## config.mk

```make
export PLATFORM = sky130hd
export DESIGN_NAME = global_chip_control_reg
export DESIGN_NICKNAME = d
export VERILOG_FILES = /design/src/design/chip_control_pkg.sv /design/src/design/global_chip_control_reg.sv /design/src/design/min_power_check.sv
export SDC_FILE = /design/constraint.sdc
export NUM_CORES = 1
export LEC_CHECK = 0
export BUFFER_PORTS_ARGS = -buffer_cell sky130_fd_sc_hd__buf_2
export CAP_MARGIN = 15
export CORE_UTILIZATION = 35
export DETAILED_ROUTE_END_ITERATION = 6
export HOLD_SLACK_MARGIN = 0.02
export PLACE_DENSITY = 0.58
export SLEW_MARGIN = 20
export SYNTH_ARGS = -nofsm -noshare
export SYNTH_HDL_FRONTEND = slang
export SYNTH_SLANG_ARGS = --single-unit
```

## constraint.sdc

```tcl
create_clock -name clock -period 9.05 [get_ports clock]
set_clock_uncertainty 0.1 [all_clocks]
set_input_delay 0.4525 -clock clock [delete_from_list [all_inputs] [get_ports clock]]
set_output_delay 0.4525 -clock clock [all_outputs]
set_load 0.01 [all_outputs]
```

## src/design/chip_control_pkg.sv

```systemverilog
// Constants for the device-wide chip control register.
// Assumes one 100 MHz clock and a byte-addressed configuration port.
package chip_control_pkg;

  // Configuration byte offset of the register
  localparam logic [11:0] CTRL_OFFSET     = 12'h0B8;
  // Contents after the fundamental reset
  localparam logic [31:0] CTRL_RESET      = 32'h0000_0000;
  // Bits that software and the EEPROM may store
  localparam logic [31:0] CTRL_RW_MASK    = 32'h703F_F000;

  // Field positions
  localparam int          PLL_SELECT_BIT  = 30;
  localparam int          L1_PERMIT_BIT   = 29;
  localparam int          DIAG_BIT        = 28;
  localparam int          SCALE_LSB       = 20;
  localparam int          VALUE_LSB       = 12;

  // Power scale codes turned into milliwatt multipliers
  localparam logic [17:0] MW_SCALE_1      = 18'h003E8;
  localparam logic [17:0] MW_SCALE_0P1    = 18'h00064;
  localparam logic [17:0] MW_SCALE_0P01   = 18'h0000A;
  localparam logic [17:0] MW_SCALE_0P001  = 18'h00001;

  // Read answer for unmapped offsets
  localparam logic [31:0] UNMAPPED_READ   = 32'h0000_0000;

endpackage : chip_control_pkg

```

## src/design/global_chip_control_reg.sv

```systemverilog
// Device-wide chip control register on the configuration access port.
// Assumes sys_rst is the fundamental reset and hotReset any other reset.
`timescale 1ns/10ps
module global_chip_control_reg
  import chip_control_pkg::*;
(
  input  wire logic        clock,
  input  wire logic        sys_rst,
  input  wire logic        hotReset,
  input  wire logic        cfgWrite,
  input  wire logic        cfgRead,
  input  wire logic [11:0] cfgAddr,
  input  wire logic [3:0]  cfgByteEnable,
  input  wire logic [31:0] cfgWriteData,
  output logic [31:0]      cfgReadData,
  output logic             cfgReadValid,
  input  wire logic        eepromLoad,
  input  wire logic [31:0] eepromData,
  input  wire logic        linkInL1,
  input  wire logic        l1ByDevicePower,
  input  wire logic        slotLimitLoad,
  input  wire logic [7:0]  slotLimitValue,
  input  wire logic [1:0]  slotLimitScale,
  output logic             l1PllShutoffSelect,
  output logic             activeL1Permit,
  output logic             linkCapL1Support,
  output logic             pllShutoff,
  output logic             diagnosticBit,
  output logic [1:0]       minPowerScale,
  output logic [7:0]       minPowerValue,
  output logic             powerOverLimit
);

  logic [31:0] ctrl;
  logic [31:0] next_ctrl;
  logic [31:0] next_cfgReadData;
  logic        next_cfgReadValid;
  logic        next_pllShutoff;
  logic        hitWrite;
  logic        hitRead;

  // Address match, shared by the write and read decode
  function automatic logic atCtrlOffset(input logic [11:0] addr);
    atCtrlOffset = (addr == CTRL_OFFSET);
  endfunction : atCtrlOffset

  // Only the single register offset hits; reads at other offsets still answer with zeros
  assign hitWrite = cfgWrite && atCtrlOffset(cfgAddr);
  assign hitRead  = cfgRead && atCtrlOffset(cfgAddr);

  // Storage: EEPROM image first, software byte writes on top of it.
  // Only writable bits are kept, so reserved bits can never hold a one.
  always_comb begin
    next_ctrl = ctrl;
    if (eepromLoad) begin
      next_ctrl = eepromData & CTRL_RW_MASK;
    end
    if (hitWrite) begin
      for (int i = 0; i < 4; i++) begin
        if (cfgByteEnable[i]) begin
          next_ctrl[8*i +: 8] = cfgWriteData[8*i +: 8];
        end
      end
    end
    next_ctrl = next_ctrl & CTRL_RW_MASK;
  end

  // Only the fundamental reset clears the fields; hotReset is ignored here
  always_ff @(posedge clock) begin
    if (sys_rst) begin
      ctrl <= CTRL_RESET;
    end else begin
      ctrl <= next_ctrl;
    end
  end

  // Read port: one cycle latency, zeros for unmapped offsets
  always_comb begin
    next_cfgReadValid = cfgRead;
    next_cfgReadData  = UNMAPPED_READ;
    if (hitRead) begin
      next_cfgReadData = ctrl & CTRL_RW_MASK;
    end
  end

  // Read answer restarts on any reset; no transfer spans one
  always_ff @(posedge clock) begin
    if (sys_rst || hotReset) begin
      cfgReadData  <= 32'h0000_0000;
      cfgReadValid <= 1'b0;
    end else begin
      cfgReadData  <= next_cfgReadData;
      cfgReadValid <= next_cfgReadValid;
    end
  end

  // PLL control: device power L1 always stops, active L1 follows bit 30
  always_comb begin
    next_pllShutoff = linkInL1 &&
      (l1ByDevicePower || ctrl[PLL_SELECT_BIT]);
  end

  always_ff @(posedge clock) begin
    if (sys_rst) begin
      pllShutoff <= 1'b0;
    end else begin
      pllShutoff <= next_pllShutoff;
    end
  end

  // Field views for the link logic
  assign l1PllShutoffSelect = ctrl[PLL_SELECT_BIT];
  assign activeL1Permit     = ctrl[L1_PERMIT_BIT];
  assign linkCapL1Support   = ctrl[L1_PERMIT_BIT];
  assign diagnosticBit      = ctrl[DIAG_BIT];        // Must stay zero
  assign minPowerScale      = ctrl[SCALE_LSB +: 2];
  assign minPowerValue      = ctrl[VALUE_LSB +: 8];

  // Required power against the received limit
  min_power_check min_power_check_inst (
    .clock          (clock),
    .sys_rst        (sys_rst),
    .minPowerValue  (minPowerValue),
    .minPowerScale  (minPowerScale),
    .slotLimitLoad  (slotLimitLoad),
    .slotLimitValue (slotLimitValue),
    .slotLimitScale (slotLimitScale),
    .powerOverLimit (powerOverLimit)
  );
endmodule : global_chip_control_reg

```

## src/design/min_power_check.sv

```systemverilog
// Slot power check: required minimum power against the received limit.
// Assumes the limit arrives as a one-cycle load pulse with value and scale.
`timescale 1ns/10ps
module min_power_check
  import chip_control_pkg::*;
(
  input  wire logic       clock,
  input  wire logic       sys_rst,
  input  wire logic [7:0] minPowerValue,
  input  wire logic [1:0] minPowerScale,
  input  wire logic       slotLimitLoad,
  input  wire logic [7:0] slotLimitValue,
  input  wire logic [1:0] slotLimitScale,
  output logic            powerOverLimit
);

  // Value times scale in milliwatts; 255 W fits in 18 bits
  function automatic logic [17:0] toMilliwatt(input logic [7:0] value,
                                              input logic [1:0] scale);
    logic [17:0] factor;
    case (scale)
      2'h0:    factor = MW_SCALE_1;
      2'h1:    factor = MW_SCALE_0P1;
      2'h2:    factor = MW_SCALE_0P01;
      default: factor = MW_SCALE_0P001;
    endcase
    toMilliwatt = 18'(18'(value) * factor);
  endfunction : toMilliwatt

  logic [7:0]  limitValue;
  logic [1:0]  limitScale;
  logic        limitSeen;
  logic [7:0]  next_limitValue;
  logic [1:0]  next_limitScale;
  logic        next_limitSeen;
  logic        next_powerOverLimit;

  // Latch the last limit message; a zero minimum power value disables the check
  always_comb begin
    next_limitValue = limitValue;
    next_limitScale = limitScale;
    next_limitSeen  = limitSeen;
    if (slotLimitLoad) begin
      next_limitValue = slotLimitValue;
      next_limitScale = slotLimitScale;
      next_limitSeen  = 1'b1;
    end
    next_powerOverLimit = (minPowerValue != 8'h00) && limitSeen &&
      (toMilliwatt(minPowerValue, minPowerScale) >
       toMilliwatt(limitValue, limitScale));
  end

  always_ff @(posedge clock) begin
    if (sys_rst) begin
      limitValue     <= 8'h00;
      limitScale     <= 2'h0;
      limitSeen      <= 1'b0;
      powerOverLimit <= 1'b0;
    end else begin
      limitValue     <= next_limitValue;
      limitScale     <= next_limitScale;
      limitSeen      <= next_limitSeen;
      powerOverLimit <= next_powerOverLimit;
    end
  end
endmodule : min_power_check

```

; ---- Word level (Yosys, flattened, before mapping)
; Cells that the tools add are included.
[word_totals]
register_bits = 59
out_inout_bits = 49
[op_classes]
n_mul = 2
order_cmp = 1
eq_ne = 5
mux = 8
bitwise_logic = 1
reduce_logical = 11
[ops]
columns = op, n
row1 = 31-bit two-way mux, 2
row2 = 10-bit one-hot mux with 3 select lines, 2
row3 = 8-bit by 10-bit multiplier with 18-bit output, 2
row4 = 8-bit two-way mux, 3
row5 = 18-bit greater-than comparator, 1
row6 = 12-bit by 8-bit equality test with 1-bit output (second input constant), 1
row7 = 8-bit nonzero test, 1
row8 = 7-bit two-way mux, 1
row9 = 1-bit logical AND, 5
row10 = 2-bit by 1-bit equality test with 1-bit output (second input constant), 2
row11 = 2-bit equality test (second input constant), 2
row12 = 2-bit logical NOT, 2
row13 = 1-bit logical OR, 2
row14 = 2-bit OR reduction, 1
row15 = 1-bit NOT, 1

; ---- Logic depth before layout (Yosys ltp)
; Gate-level depths: netlist (run 1).
[depth]
word_depth = 5
mapped_depth = 26

; ---- Modules after synthesis
; A second synthesis (run 1) with hierarchy kept.
[unflattened]
hier_cells = 784
area_unflattened_um2 = 6957.9
[modules_own_cells]
columns = mod, n_inst, cells_each, area_each_um2, seq_area_each_um2
row1 = min_power_check, 1, 650, 5595.4, 240.2
row2 = global_chip_control_reg, 1, 134, 1362.6, 560.5

; ---- Worst setup path before layout (run 1)
; OpenSTA, ideal clock, no wires.
[synth_path]
path_type = register to register
startpoint = reg ctrl[20]
endpoint = reg min_power_check_inst.powerOverLimit
arrival_time_ps = 5470
required_time_ps = 8830
slack_ps = 3360
path_stages_with_launch = 26
n_path_buf = 1
synth_period_minus_slack_ps = 5690
path_cell_list = dfxtp_1 -> clkbuf_1 -> clkinv_1 -> nand2_1 -> inv_1 -> fa_1 -> inv_1 -> fa_1 -> inv_1 -> fa_1 -> inv_1 -> fa_1 -> inv_1 -> ha_1 -> and3_1 -> nand3_1 -> o211ai_1 -> nor3_1 -> a21oi_1 -> xor2_1 -> ha_1 -> a21o_1 -> a21o_1 -> a21oi_1 -> nand3_1 -> o31a_1
[synth_between]
elab_chain_len = 5
[synth_rtl]
columns = item, line
row1 = from (decl), global_chip_control_reg.sv:34  ; logic [31:0] ctrl;
row2 = from (signal assigned), global_chip_control_reg.sv:73  ; ctrl <= next_ctrl;
row3 = 2-bit equality test (tied with other cells), min_power_check.sv:21  ; case (scale)
row4 = 10-bit one-hot mux with 3 select lines *, min_power_check.sv:21
row5 = 8-bit by 10-bit multiplier with 18-bit output *, min_power_check.sv:27  ; toMilliwatt = 18'(18'(value) * factor);
row6 = 18-bit greater-than comparator *, min_power_check.sv:49  ; (toMilliwatt(minPowerValue, minPowerScale) >
row7 = 1-bit logical AND *, min_power_check.sv:48  ; next_powerOverLimit = (minPowerValue != 8'h00) && limitSeen &&
row8 = to (signal assigned), min_power_check.sv:63  ; powerOverLimit <= next_powerOverLimit;
row9 = to (decl), min_power_check.sv:14  ; output logic powerOverLimit
; Mark *: on every way between the ends. The rest lies on a longest branch, timed or not.
; A chain may end at the register's enable or synchronous reset.

; ---- Worst setup path in the final report (run 1)
[layout_path]
startpoint = reg min_power_check_inst.limitScale[1]
endpoint = reg min_power_check_inst.powerOverLimit
[layout_between]
elab_chain_len = 5
[layout_rtl]
columns = item, line
row1 = from (decl), min_power_check.sv:31  ; logic [1:0] limitScale;
row2 = from (signal assigned), min_power_check.sv:61  ; limitScale <= next_limitScale;
row3 = 2-bit equality test (tied with other cells), min_power_check.sv:21
row4 = 10-bit one-hot mux with 3 select lines *, min_power_check.sv:21
row5 = 8-bit by 10-bit multiplier with 18-bit output *, min_power_check.sv:27
row6 = 18-bit greater-than comparator *, min_power_check.sv:49
row7 = 1-bit logical AND *, min_power_check.sv:48
; Marks and branches as above.

==> results of run 1 <==
cell type report:
| cell class | count | area, µm² |
|---|---|---|
| repair buffers | 90 | 453 |
| fillers | 1935 | 11200 |
| clock buffers | 5 | 125 |
| inverters | 162 | 608 |
| multi-input cells | 553 | 5220 |
| well taps | 260 | 325 |
| clock inverters | 3 | 46.3 |
| flip-flops and latches | 40 | 801 |
cells in the mapped netlist, types with 5 or more instances:
master / n / area share
sky130_fd_sc_hd__a211oi_1: 19 / 0.021
sky130_fd_sc_hd__a21o_1: 11 / 0.012
sky130_fd_sc_hd__a21oi_1: 28 / 0.021
sky130_fd_sc_hd__and2_1: 31 / 0.029
sky130_fd_sc_hd__and3_1: 12 / 0.011
sky130_fd_sc_hd__buf_4: 20 / 0.022
sky130_fd_sc_hd__clkbuf_1: 15 / 0.0083
sky130_fd_sc_hd__dfxtp_1: 40 / 0.12
sky130_fd_sc_hd__fa_1: 80 / 0.24
sky130_fd_sc_hd__ha_1: 114 / 0.21
sky130_fd_sc_hd__inv_1: 161 / 0.089
sky130_fd_sc_hd__mux2i_1: 23 / 0.034
sky130_fd_sc_hd__nand2_1: 39 / 0.022
sky130_fd_sc_hd__nand2b_1: 7 / 0.0064
sky130_fd_sc_hd__nand3_1: 18 / 0.013
sky130_fd_sc_hd__nor2_1: 42 / 0.023
sky130_fd_sc_hd__nor2b_1: 26 / 0.024
sky130_fd_sc_hd__nor4_1: 5 / 0.0046
sky130_fd_sc_hd__o21ai_0: 17 / 0.013
sky130_fd_sc_hd__o21bai_1: 5 / 0.0055
sky130_fd_sc_hd__xnor2_1: 13 / 0.017
sky130_fd_sc_hd__xor2_1: 16 / 0.021
critical path: stages, from the launching register on:
cell                       delay, ns
sky130_fd_sc_hd__dfxtp_1        0.71
sky130_fd_sc_hd__inv_1          0.37
sky130_fd_sc_hd__nand2b_1       0.28
sky130_fd_sc_hd__inv_1          0.09
sky130_fd_sc_hd__fa_1           0.53
sky130_fd_sc_hd__inv_1          0.05
sky130_fd_sc_hd__fa_1           0.52
sky130_fd_sc_hd__inv_1          0.05
sky130_fd_sc_hd__fa_1           0.47
sky130_fd_sc_hd__inv_1          0.05
sky130_fd_sc_hd__fa_1           0.53
sky130_fd_sc_hd__inv_1          0.04
sky130_fd_sc_hd__ha_1           0.38
sky130_fd_sc_hd__a21o_1         0.25
sky130_fd_sc_hd__nand3b_1       0.16
sky130_fd_sc_hd__o21ai_0        0.29
sky130_fd_sc_hd__nor2b_1        0.24
sky130_fd_sc_hd__xor2_1         0.09
sky130_fd_sc_hd__ha_1           0.31
sky130_fd_sc_hd__nand4_1        0.18
sky130_fd_sc_hd__nor4_1         0.54
sky130_fd_sc_hd__o21ai_0        0.29
sky130_fd_sc_hd__nand3_1        0.15
sky130_fd_sc_hd__o31a_1         0.12
how the worst min path moves through the flow:
| stage | end | startpoint | cells past startpoint | slack, ns |
|---|---|---|---|---|
| floorplan | min_power_check_inst.limitSeen | min_power_check_inst.limitSeen | 2 | 0.33 |
| global placement | min_power_check_inst.limitSeen | min_power_check_inst.limitSeen | 2 | 0.36 |
| detailed placement | min_power_check_inst.limitSeen | min_power_check_inst.limitSeen | 2 | 0.36 |
| CTS | cfgReadValid | hotReset | 2 | 0.21 |
| global route | cfgReadValid | hotReset | 2 | 0.22 |
| finish | cfgReadValid | hotReset | 2 | 0.22 |
registers in the layout (all words and copies together), names as in the netlist:
signal,cells
min_power_check_inst.limitScale,2
cfgReadValid,1
min_power_check_inst.limitSeen,1
pllShutoff,1
min_power_check_inst.powerOverLimit,1
cfgReadData,13
min_power_check_inst.limitValue,8
ctrl,13
per-layer routing:
metal  routed length, µm  vias to the layer above
met4                 136                        0
met2                6420                       47
met1                6660                     2421
met5                   0                        -
met3                 258                        6
li1                    -                     2603
metrics by stage:
stage | std cells | power (mW)
floorplan | 794 | 0.579
global placement | 1105 | 0.672
detailed placement | 1105 | 0.677
CTS | 1113 | 0.903
global route | 1113 | 0.983
finish | 1113 | 0.889
kinds of logic (layout without fill, tap and decap cells):
| family | Yosys count | after routing | synth area share |
|---|---|---|---|
| buffers and inverters | 201 | 260 | 0.123 |
| adder cells (fa/ha/maj) | 194 | 194 | 0.446 |
| AND/OR/NAND/NOR | 192 | 192 | 0.146 |
| AO/OA/AOI/OAI | 96 | 96 | 0.0956 |
| flip-flops | 40 | 40 | 0.118 |
| XOR/XNOR | 29 | 29 | 0.0374 |
| multiplexers | 23 | 23 | 0.0339 |
| other | 1 | 19 | 0.000552 |
power by group through the flow:
stage                     Clock (mW)  Combinational (mW)  Sequential (mW)
after floorplan                    0               0.383            0.196
after global placement             0               0.471            0.201
after detailed placement           0               0.476            0.201
after CTS                      0.226               0.481            0.196
after global routing           0.232               0.553            0.198
final                          0.220               0.472            0.196
==> flow_results.xml, run 1 <==
<?xml version="1.0" encoding="UTF-8"?>
<metrics>
  <group name="setup_path">
    <metric name="crit_path_end" unit="">min_power_check_inst.powerOverLimit</metric>
    <metric name="data_arrival_time_at_the_worst_slack_endpoint" unit="ns">6.99</metric>
    <metric name="critical_path.startpoint_type" unit="">flip-flop</metric>
    <metric name="r2r.worst_path.cells" unit="">23</metric>
    <metric name="setup.worst_path.class" unit="">reg2reg</metric>
    <metric name="critPathMaxFanout" unit="">21</metric>
    <metric name="regToRegSetupSlack" unit="ns">2.21</metric>
    <metric name="critical_path.startpoint" unit="">min_power_check_inst.limitScale[1]</metric>
    <metric name="r2r-start" unit="">min_power_check_inst.limitScale[1]</metric>
    <metric name="r2r_end" unit="">min_power_check_inst.powerOverLimit</metric>
    <metric name="critPathCaptureType" unit="">flip-flop</metric>
    <metric name="crit_required" unit="ns">9.19</metric>
  </group>
  <group name="timing">
    <metric name="max_freq" unit="MHz">146</metric>
    <metric name="worstMarginPinSlew" unit="ns">0.666</metric>
    <metric name="finalHoldViolations" unit="">0</metric>
    <metric name="final.setup.tns" unit="ns">0</metric>
    <metric name="slew-limit-headroom" unit="">0.556</metric>
    <metric name="clock_period_minus_worst_slack" unit="ns">6.84</metric>
    <metric name="setup_viol" unit="">0</metric>
    <metric name="grt_setup_unrepaired" unit="">no</metric>
    <metric name="setup_ws" unit="ns">2.21</metric>
    <metric name="final_max_slew_viol_count" unit="">0</metric>
    <metric name="fin_crit_sh" unit="">0.756</metric>
    <metric name="finalHoldWorstSlack" unit="ns">0.215</metric>
  </group>
  <group name="routing">
    <metric name="drtIter0Drc" unit="">177</metric>
    <metric name="dr.pass1.iters" unit="">4</metric>
    <metric name="vias_per_cell" unit="">4.56</metric>
    <metric name="finalWirelength" unit="mm">13.5</metric>
    <metric name="detail_route.drc_violations" unit="">0</metric>
    <metric name="routed-via-count" unit="">5077</metric>
    <metric name="final_antenna_net_count" unit="">0</metric>
    <metric name="route.detailed.wl_per_inst" unit="µm">12.1</metric>
  </group>
  <group name="clocking">
    <metric name="cts_buffers" unit="">5</metric>
    <metric name="post_cts_setup_repair_bufs" unit="">0</metric>
    <metric name="cts_sinks" unit="">40</metric>
    <metric name="path_clk_slew" unit="ns">0.07</metric>
    <metric name="cts_repair_resized_insts" unit="">0</metric>
    <metric name="tritoncts" unit="">built</metric>
    <metric name="cts.htree.levels" unit="">2</metric>
    <metric name="clock_path_buffers" unit="">2</metric>
    <metric name="clk_latency" unit="ns">0.30</metric>
    <metric name="cts_hold_repair.buffers" unit="">0</metric>
    <metric name="root_buffer" unit="">sky130_fd_sc_hd__clkbuf_16</metric>
  </group>
  <group name="logic_synthesis">
    <metric name="synth-main-ff-cell" unit="">sky130_fd_sc_hd__dfxtp_1</metric>
    <metric name="syn_avg_cell_area" unit="µm²">8.75</metric>
    <metric name="async_reset_ff_frac" unit="">0</metric>
    <metric name="total_of_flip_flops_plus_latches_after_synthesis" unit="">40</metric>
    <metric name="yosys_warnings" unit="">0</metric>
    <metric name="netlist_instances" unit="">776</metric>
    <metric name="synth_seq_area_share" unit="">0.118</metric>
    <metric name="synth_area" unit="µm²">6790</metric>
    <metric name="synth_edf_count" unit="">0</metric>
    <metric name="synth.distinct_cells" unit="">48</metric>
  </group>
  <group name="pwr">
    <metric name="net-switching-power" unit="mW">0.371</metric>
    <metric name="comb_power_share" unit="">0.532</metric>
    <metric name="power.share.clock" unit="">0.247</metric>
    <metric name="cellPowerDensity" unit="nW/µm²">117</metric>
    <metric name="power_report.internal_total" unit="mW">0.517</metric>
    <metric name="switching_share" unit="">0.418</metric>
    <metric name="p_leak" unit="nW">4.33</metric>
    <metric name="seqPwrFrac" unit="">0.221</metric>
    <metric name="worst_ir_drop_vdd" unit="µV">94.2</metric>
  </group>
  <group name="global_routing">
    <metric name="overflow" unit="">0</metric>
    <metric name="globalRoute.busiestLayer" unit="">met2</metric>
    <metric name="number_of_global_route_vias_before_repair" unit="">5087</metric>
    <metric name="gr-usage-met2" unit="">0.248</metric>
    <metric name="global_route_wire_length_before_repair" unit="mm">23.7</metric>
    <metric name="grt_usage" unit="">0.148</metric>
    <metric name="grt_antenna_before_repair" unit="">0</metric>
    <metric name="largest_net_degree_at_the_start_of_global_routing" unit="">28</metric>
    <metric name="grtUsageMet1" unit="">0.206</metric>
    <metric name="groute.layer.met3.usage" unit="">0.0118</metric>
  </group>
  <group name="cells_and_area">
    <metric name="finish.net_count" unit="">1145</metric>
    <metric name="final_cell_mix" unit="">161 x sky130_fd_sc_hd__inv_1, 114 x sky130_fd_sc_hd__ha_1, 89 x sky130_fd_sc_hd__buf_2, 80 x sky130_fd_sc_hd__fa_1, 42 x sky130_fd_sc_hd__nor2_1</metric>
    <metric name="share_of_cells_above_drive_strength_1" unit="">0.123</metric>
    <metric name="most_common_library_cell_in_the_layout_ignoring_fill_and_taps" unit="">sky130_fd_sc_hd__inv_1</metric>
    <metric name="finish.instance_area" unit="µm²">7580</metric>
    <metric name="syn2layout_area_growth" unit="%">11.7</metric>
    <metric name="diodes" unit="">0</metric>
    <metric name="fin_util" unit="">0.403</metric>
  </group>
  <group name="hold_path">
    <metric name="kind_of_path_behind_the_tightest_hold_check" unit="">in2reg</metric>
  </group>
  <group name="placement">
    <metric name="total_cell_area_at_the_placement_stage" unit="µm²">7410</metric>
    <metric name="detailed_place_hpwl" unit="mm">11.4</metric>
    <metric name="placement.io_buffers" unit="">89</metric>
    <metric name="place_congestion" unit="">0.780</metric>
    <metric name="dp_slack" unit="ns">2.29</metric>
  </group>
  <group name="floorplanning">
    <metric name="floorplan.initialDensity" unit="">0.361</metric>
    <metric name="fp.dieArea" unit="µm²">20000</metric>
    <metric name="fp.dieW" unit="µm">141</metric>
    <metric name="core-area" unit="µm²">18800</metric>
    <metric name="placementRows" unit="">50</metric>
    <metric name="io-pin-count" unit="">148</metric>
    <metric name="fp.dieH" unit="µm">141</metric>
  </group>
  <group name="outcome">
    <metric name="outcome" unit="">complete, no violations</metric>
  </group>
  <group name="flow_run">
    <metric name="maxCapViolCount" unit="">0</metric>
  </group>
</metrics>
(Power assumes the default switching activity.)
==> run 2, diff against run 1 <==
- clock period: 9.05 -> 6.3 ns (I/O delays scaled with it)
==> run 2 against run 1 <==
Effect of this change:
- critical path depth up 2
- clock-buffer cell count unchanged
- largest cell class unchanged
- fmax up 15%
- highest routed layer unchanged
- worst hold slack worse by 0.13 ns
- via count up 1.8%
- flip-flop and latch count unchanged
- clock power up 40%
- design area up 1.7%
==> flow_results.xml, run 2 (same netlist as run 1, synthesis figures left out) <==
<?xml version="1.0" encoding="UTF-8"?>
<metrics>
  <group name="floorplanning">
    <metric name="io-pin-count" unit="">148</metric>
    <metric name="floorplan.initialDensity" unit="">0.361</metric>
    <metric name="placementRows" unit="">50</metric>
    <metric name="fp.dieArea" unit="µm²">20000</metric>
    <metric name="fp.dieW" unit="µm">141</metric>
    <metric name="core-area" unit="µm²">18800</metric>
    <metric name="fp.dieH" unit="µm">141</metric>
  </group>
  <group name="cells_and_area">
    <metric name="share_of_cells_above_drive_strength_1" unit="">0.145</metric>
    <metric name="most_common_library_cell_in_the_layout_ignoring_fill_and_taps" unit="">sky130_fd_sc_hd__inv_1</metric>
    <metric name="finish.net_count" unit="">1160</metric>
    <metric name="syn2layout_area_growth" unit="%">13.6</metric>
    <metric name="final-instance-count-excl-fill" unit="">1128</metric>
    <metric name="final_cell_mix" unit="">160 x sky130_fd_sc_hd__inv_1, 114 x sky130_fd_sc_hd__ha_1, 89 x sky130_fd_sc_hd__buf_2, 80 x sky130_fd_sc_hd__fa_1, 42 x sky130_fd_sc_hd__nor2_1</metric>
    <metric name="combined_area_of_the_multi_input_logic_cells" unit="µm²">5240</metric>
    <metric name="fillCellCount" unit="">1929</metric>
    <metric name="diodes" unit="">0</metric>
    <metric name="seqCellArea" unit="µm²">802</metric>
    <metric name="largestRegisters" unit="">cfgReadData: 13 flops, ctrl: 13 flops, min_power_check_inst.limitValue: 8 flops</metric>
  </group>
  <group name="global_routing">
    <metric name="grt_usage" unit="">0.151</metric>
    <metric name="largest_net_degree_at_the_start_of_global_routing" unit="">28</metric>
    <metric name="global_route_wire_length_before_repair" unit="mm">24.4</metric>
    <metric name="grt_antenna_before_repair" unit="">0</metric>
    <metric name="number_of_global_route_vias_before_repair" unit="">5138</metric>
    <metric name="overflow" unit="">0</metric>
  </group>
  <group name="placement">
    <metric name="place_congestion" unit="">0.774</metric>
    <metric name="placed_cells_incl_taps" unit="">1120</metric>
    <metric name="placement.io_buffers" unit="">89</metric>
    <metric name="dp_slack" unit="ns">0.185</metric>
    <metric name="detailed_place_hpwl" unit="mm">11.7</metric>
  </group>
  <group name="clocking">
    <metric name="cts_buffers" unit="">5</metric>
    <metric name="post_cts_setup_repair_bufs" unit="">0</metric>
    <metric name="cts.htree.levels" unit="">2</metric>
    <metric name="clock_path_buffers" unit="">2</metric>
    <metric name="cts_sinks" unit="">40</metric>
    <metric name="root_buffer" unit="">sky130_fd_sc_hd__clkbuf_16</metric>
    <metric name="tritoncts" unit="">built</metric>
    <metric name="clk_latency" unit="ns">0.29</metric>
    <metric name="path_clk_slew" unit="ns">0.07</metric>
  </group>
  <group name="timing">
    <metric name="worstMarginPinSlew" unit="ns">0.613</metric>
    <metric name="finalHoldWorstSlack" unit="ns">0.0875</metric>
    <metric name="max_freq" unit="MHz">168</metric>
    <metric name="finalHoldViolations" unit="">0</metric>
    <metric name="setup_viol" unit="">0</metric>
    <metric name="final.setup.tns" unit="ns">0</metric>
    <metric name="fin_crit_sh" unit="">0.946</metric>
    <metric name="slew-limit-headroom" unit="">0.591</metric>
    <metric name="final_max_slew_viol_count" unit="">0</metric>
    <metric name="setup_ws" unit="ns">0.339</metric>
    <metric name="clock_period_minus_worst_slack" unit="ns">5.96</metric>
  </group>
  <group name="outcome">
    <metric name="outcome" unit="">complete, no violations</metric>
  </group>
  <group name="pwr">
    <metric name="comb_power_share" unit="">0.548</metric>
    <metric name="switching_share" unit="">0.414</metric>
    <metric name="power.share.clock" unit="">0.239</metric>
    <metric name="power_report.internal_total" unit="mW">0.759</metric>
    <metric name="net-switching-power" unit="mW">0.537</metric>
    <metric name="cellPowerDensity" unit="nW/µm²">168</metric>
    <metric name="p_leak" unit="nW">4.40</metric>
    <metric name="seqPwrFrac" unit="">0.213</metric>
    <metric name="worst_ir_drop_vdd" unit="µV">119</metric>
  </group>
  <group name="routing">
    <metric name="route.detailed.wl_per_inst" unit="µm">12.3</metric>
    <metric name="met1_routed_length" unit="mm">6.88</metric>
    <metric name="routed-via-count" unit="">5168</metric>
    <metric name="wl_met3" unit="µm">244</metric>
    <metric name="drtIter0Drc" unit="">221</metric>
    <metric name="final_antenna_net_count" unit="">0</metric>
    <metric name="vias_per_cell" unit="">4.58</metric>
    <metric name="finalWirelength" unit="mm">13.8</metric>
    <metric name="detail_route.drc_violations" unit="">0</metric>
    <metric name="dr.pass1.iters" unit="">4</metric>
    <metric name="routed.top_layer" unit="">met4</metric>
    <metric name="routed-wl-met2" unit="mm">6.59</metric>
  </group>
  <group name="hold_path">
    <metric name="kind_of_path_behind_the_tightest_hold_check" unit="">in2reg</metric>
  </group>
  <group name="setup_path">
    <metric name="crit_required" unit="ns">6.39</metric>
    <metric name="crit_path_frequent_cell" unit="">sky130_fd_sc_hd__inv_1</metric>
    <metric name="setup.worst_path.class" unit="">reg2reg</metric>
    <metric name="regToRegSetupSlack" unit="ns">0.34</metric>
    <metric name="critPathMaxFanout" unit="">7</metric>
    <metric name="data_arrival_time_at_the_worst_slack_endpoint" unit="ns">6.05</metric>
    <metric name="critical_path.startpoint_type" unit="">flip-flop</metric>
    <metric name="critPathCaptureType" unit="">flip-flop</metric>
    <metric name="slowest_delay" unit="ns">0.54</metric>
    <metric name="cell_with_the_largest_stage_delay_on_the_worst_path" unit="">sky130_fd_sc_hd__fa_1</metric>
  </group>
  <group name="flow_run">
    <metric name="maxCapViolCount" unit="">0</metric>
  </group>
</metrics>
-- run 2: cell count changes in the layout (fill, tap and decap cells not counted), sizes merged --
cell      previous run  this run
inv                162       161
clkinvlp             1         2
buf                 90       105
-- run 2: worst paths after layout --
kind / to / startpoint / depth (start not counted)
hold reg to reg: min_power_check_inst.limitSeen / min_power_check_inst.limitSeen / 2
setup reg to reg: min_power_check_inst.powerOverLimit / min_power_check_inst.limitScale[0] / 25
setup / recovery: min_power_check_inst.powerOverLimit / min_power_check_inst.limitScale[0] / 25
hold / removal: cfgReadValid / hotReset / 2
-- run 2: repair_timing --
item,4_1_cts,5_1_grt
resized for setup,0,8
hold buffers,0,0
endpoints found under the setup margin,0,1
endpoints found under the hold margin,0,0
-- run 2: final cells by class --
cell class | count | area share
timing repair buffer | 105 | 0.0733
sequential | 40 | 0.104
multi-input combinational | 553 | 0.679
clock buffer | 5 | 0.0162
inverter | 162 | 0.0793
tap | 260 | 0.0422
clock inverter | 3 | 0.00600
-- run 2: power groups by stage --
| stage | registers, mW | clock network, mW | logic [mW] |
|---|---|---|---|
| 3_5_place_dp | 0.282 | 0 | 0.707 |
| 3_3_place_gp | 0.282 | 0 | 0.699 |
| 4_1_cts | 0.276 | 0.318 | 0.714 |
| 6_report | 0.276 | 0.309 | 0.710 |
| 2_1_floorplan | 0.281 | 0 | 0.551 |
| 5_1_grt | 0.278 | 0.328 | 0.831 |
-- run 2: critical path: cells and delay by family, from the launching register on --
family	cells	cell delay, ns
fa+ha+maj	6	2.64
compound gates	7	1.33
simple gates	5	0.78
flops	1	0.43
buf+inv	6	0.43
xor+xnor	1	0.15
-- run 2: stage by stage --
stage          power [mW]  area, µm²  utilization
2_1_floorplan       0.832       6860            -
3_3_place_gp        0.982       7520        0.400
3_5_place_dp        0.989       7520        0.400
4_1_cts              1.31       7690        0.409
5_1_grt              1.44       7710        0.410
6_report             1.30       7710        0.410
-- run 2: routing by layer --
metal	track usage	vias up
li1	-	2632
met1	0.214	2476
met2	0.254	54
met3	0.0111	6
met4	0.0309	0
met5	0	-
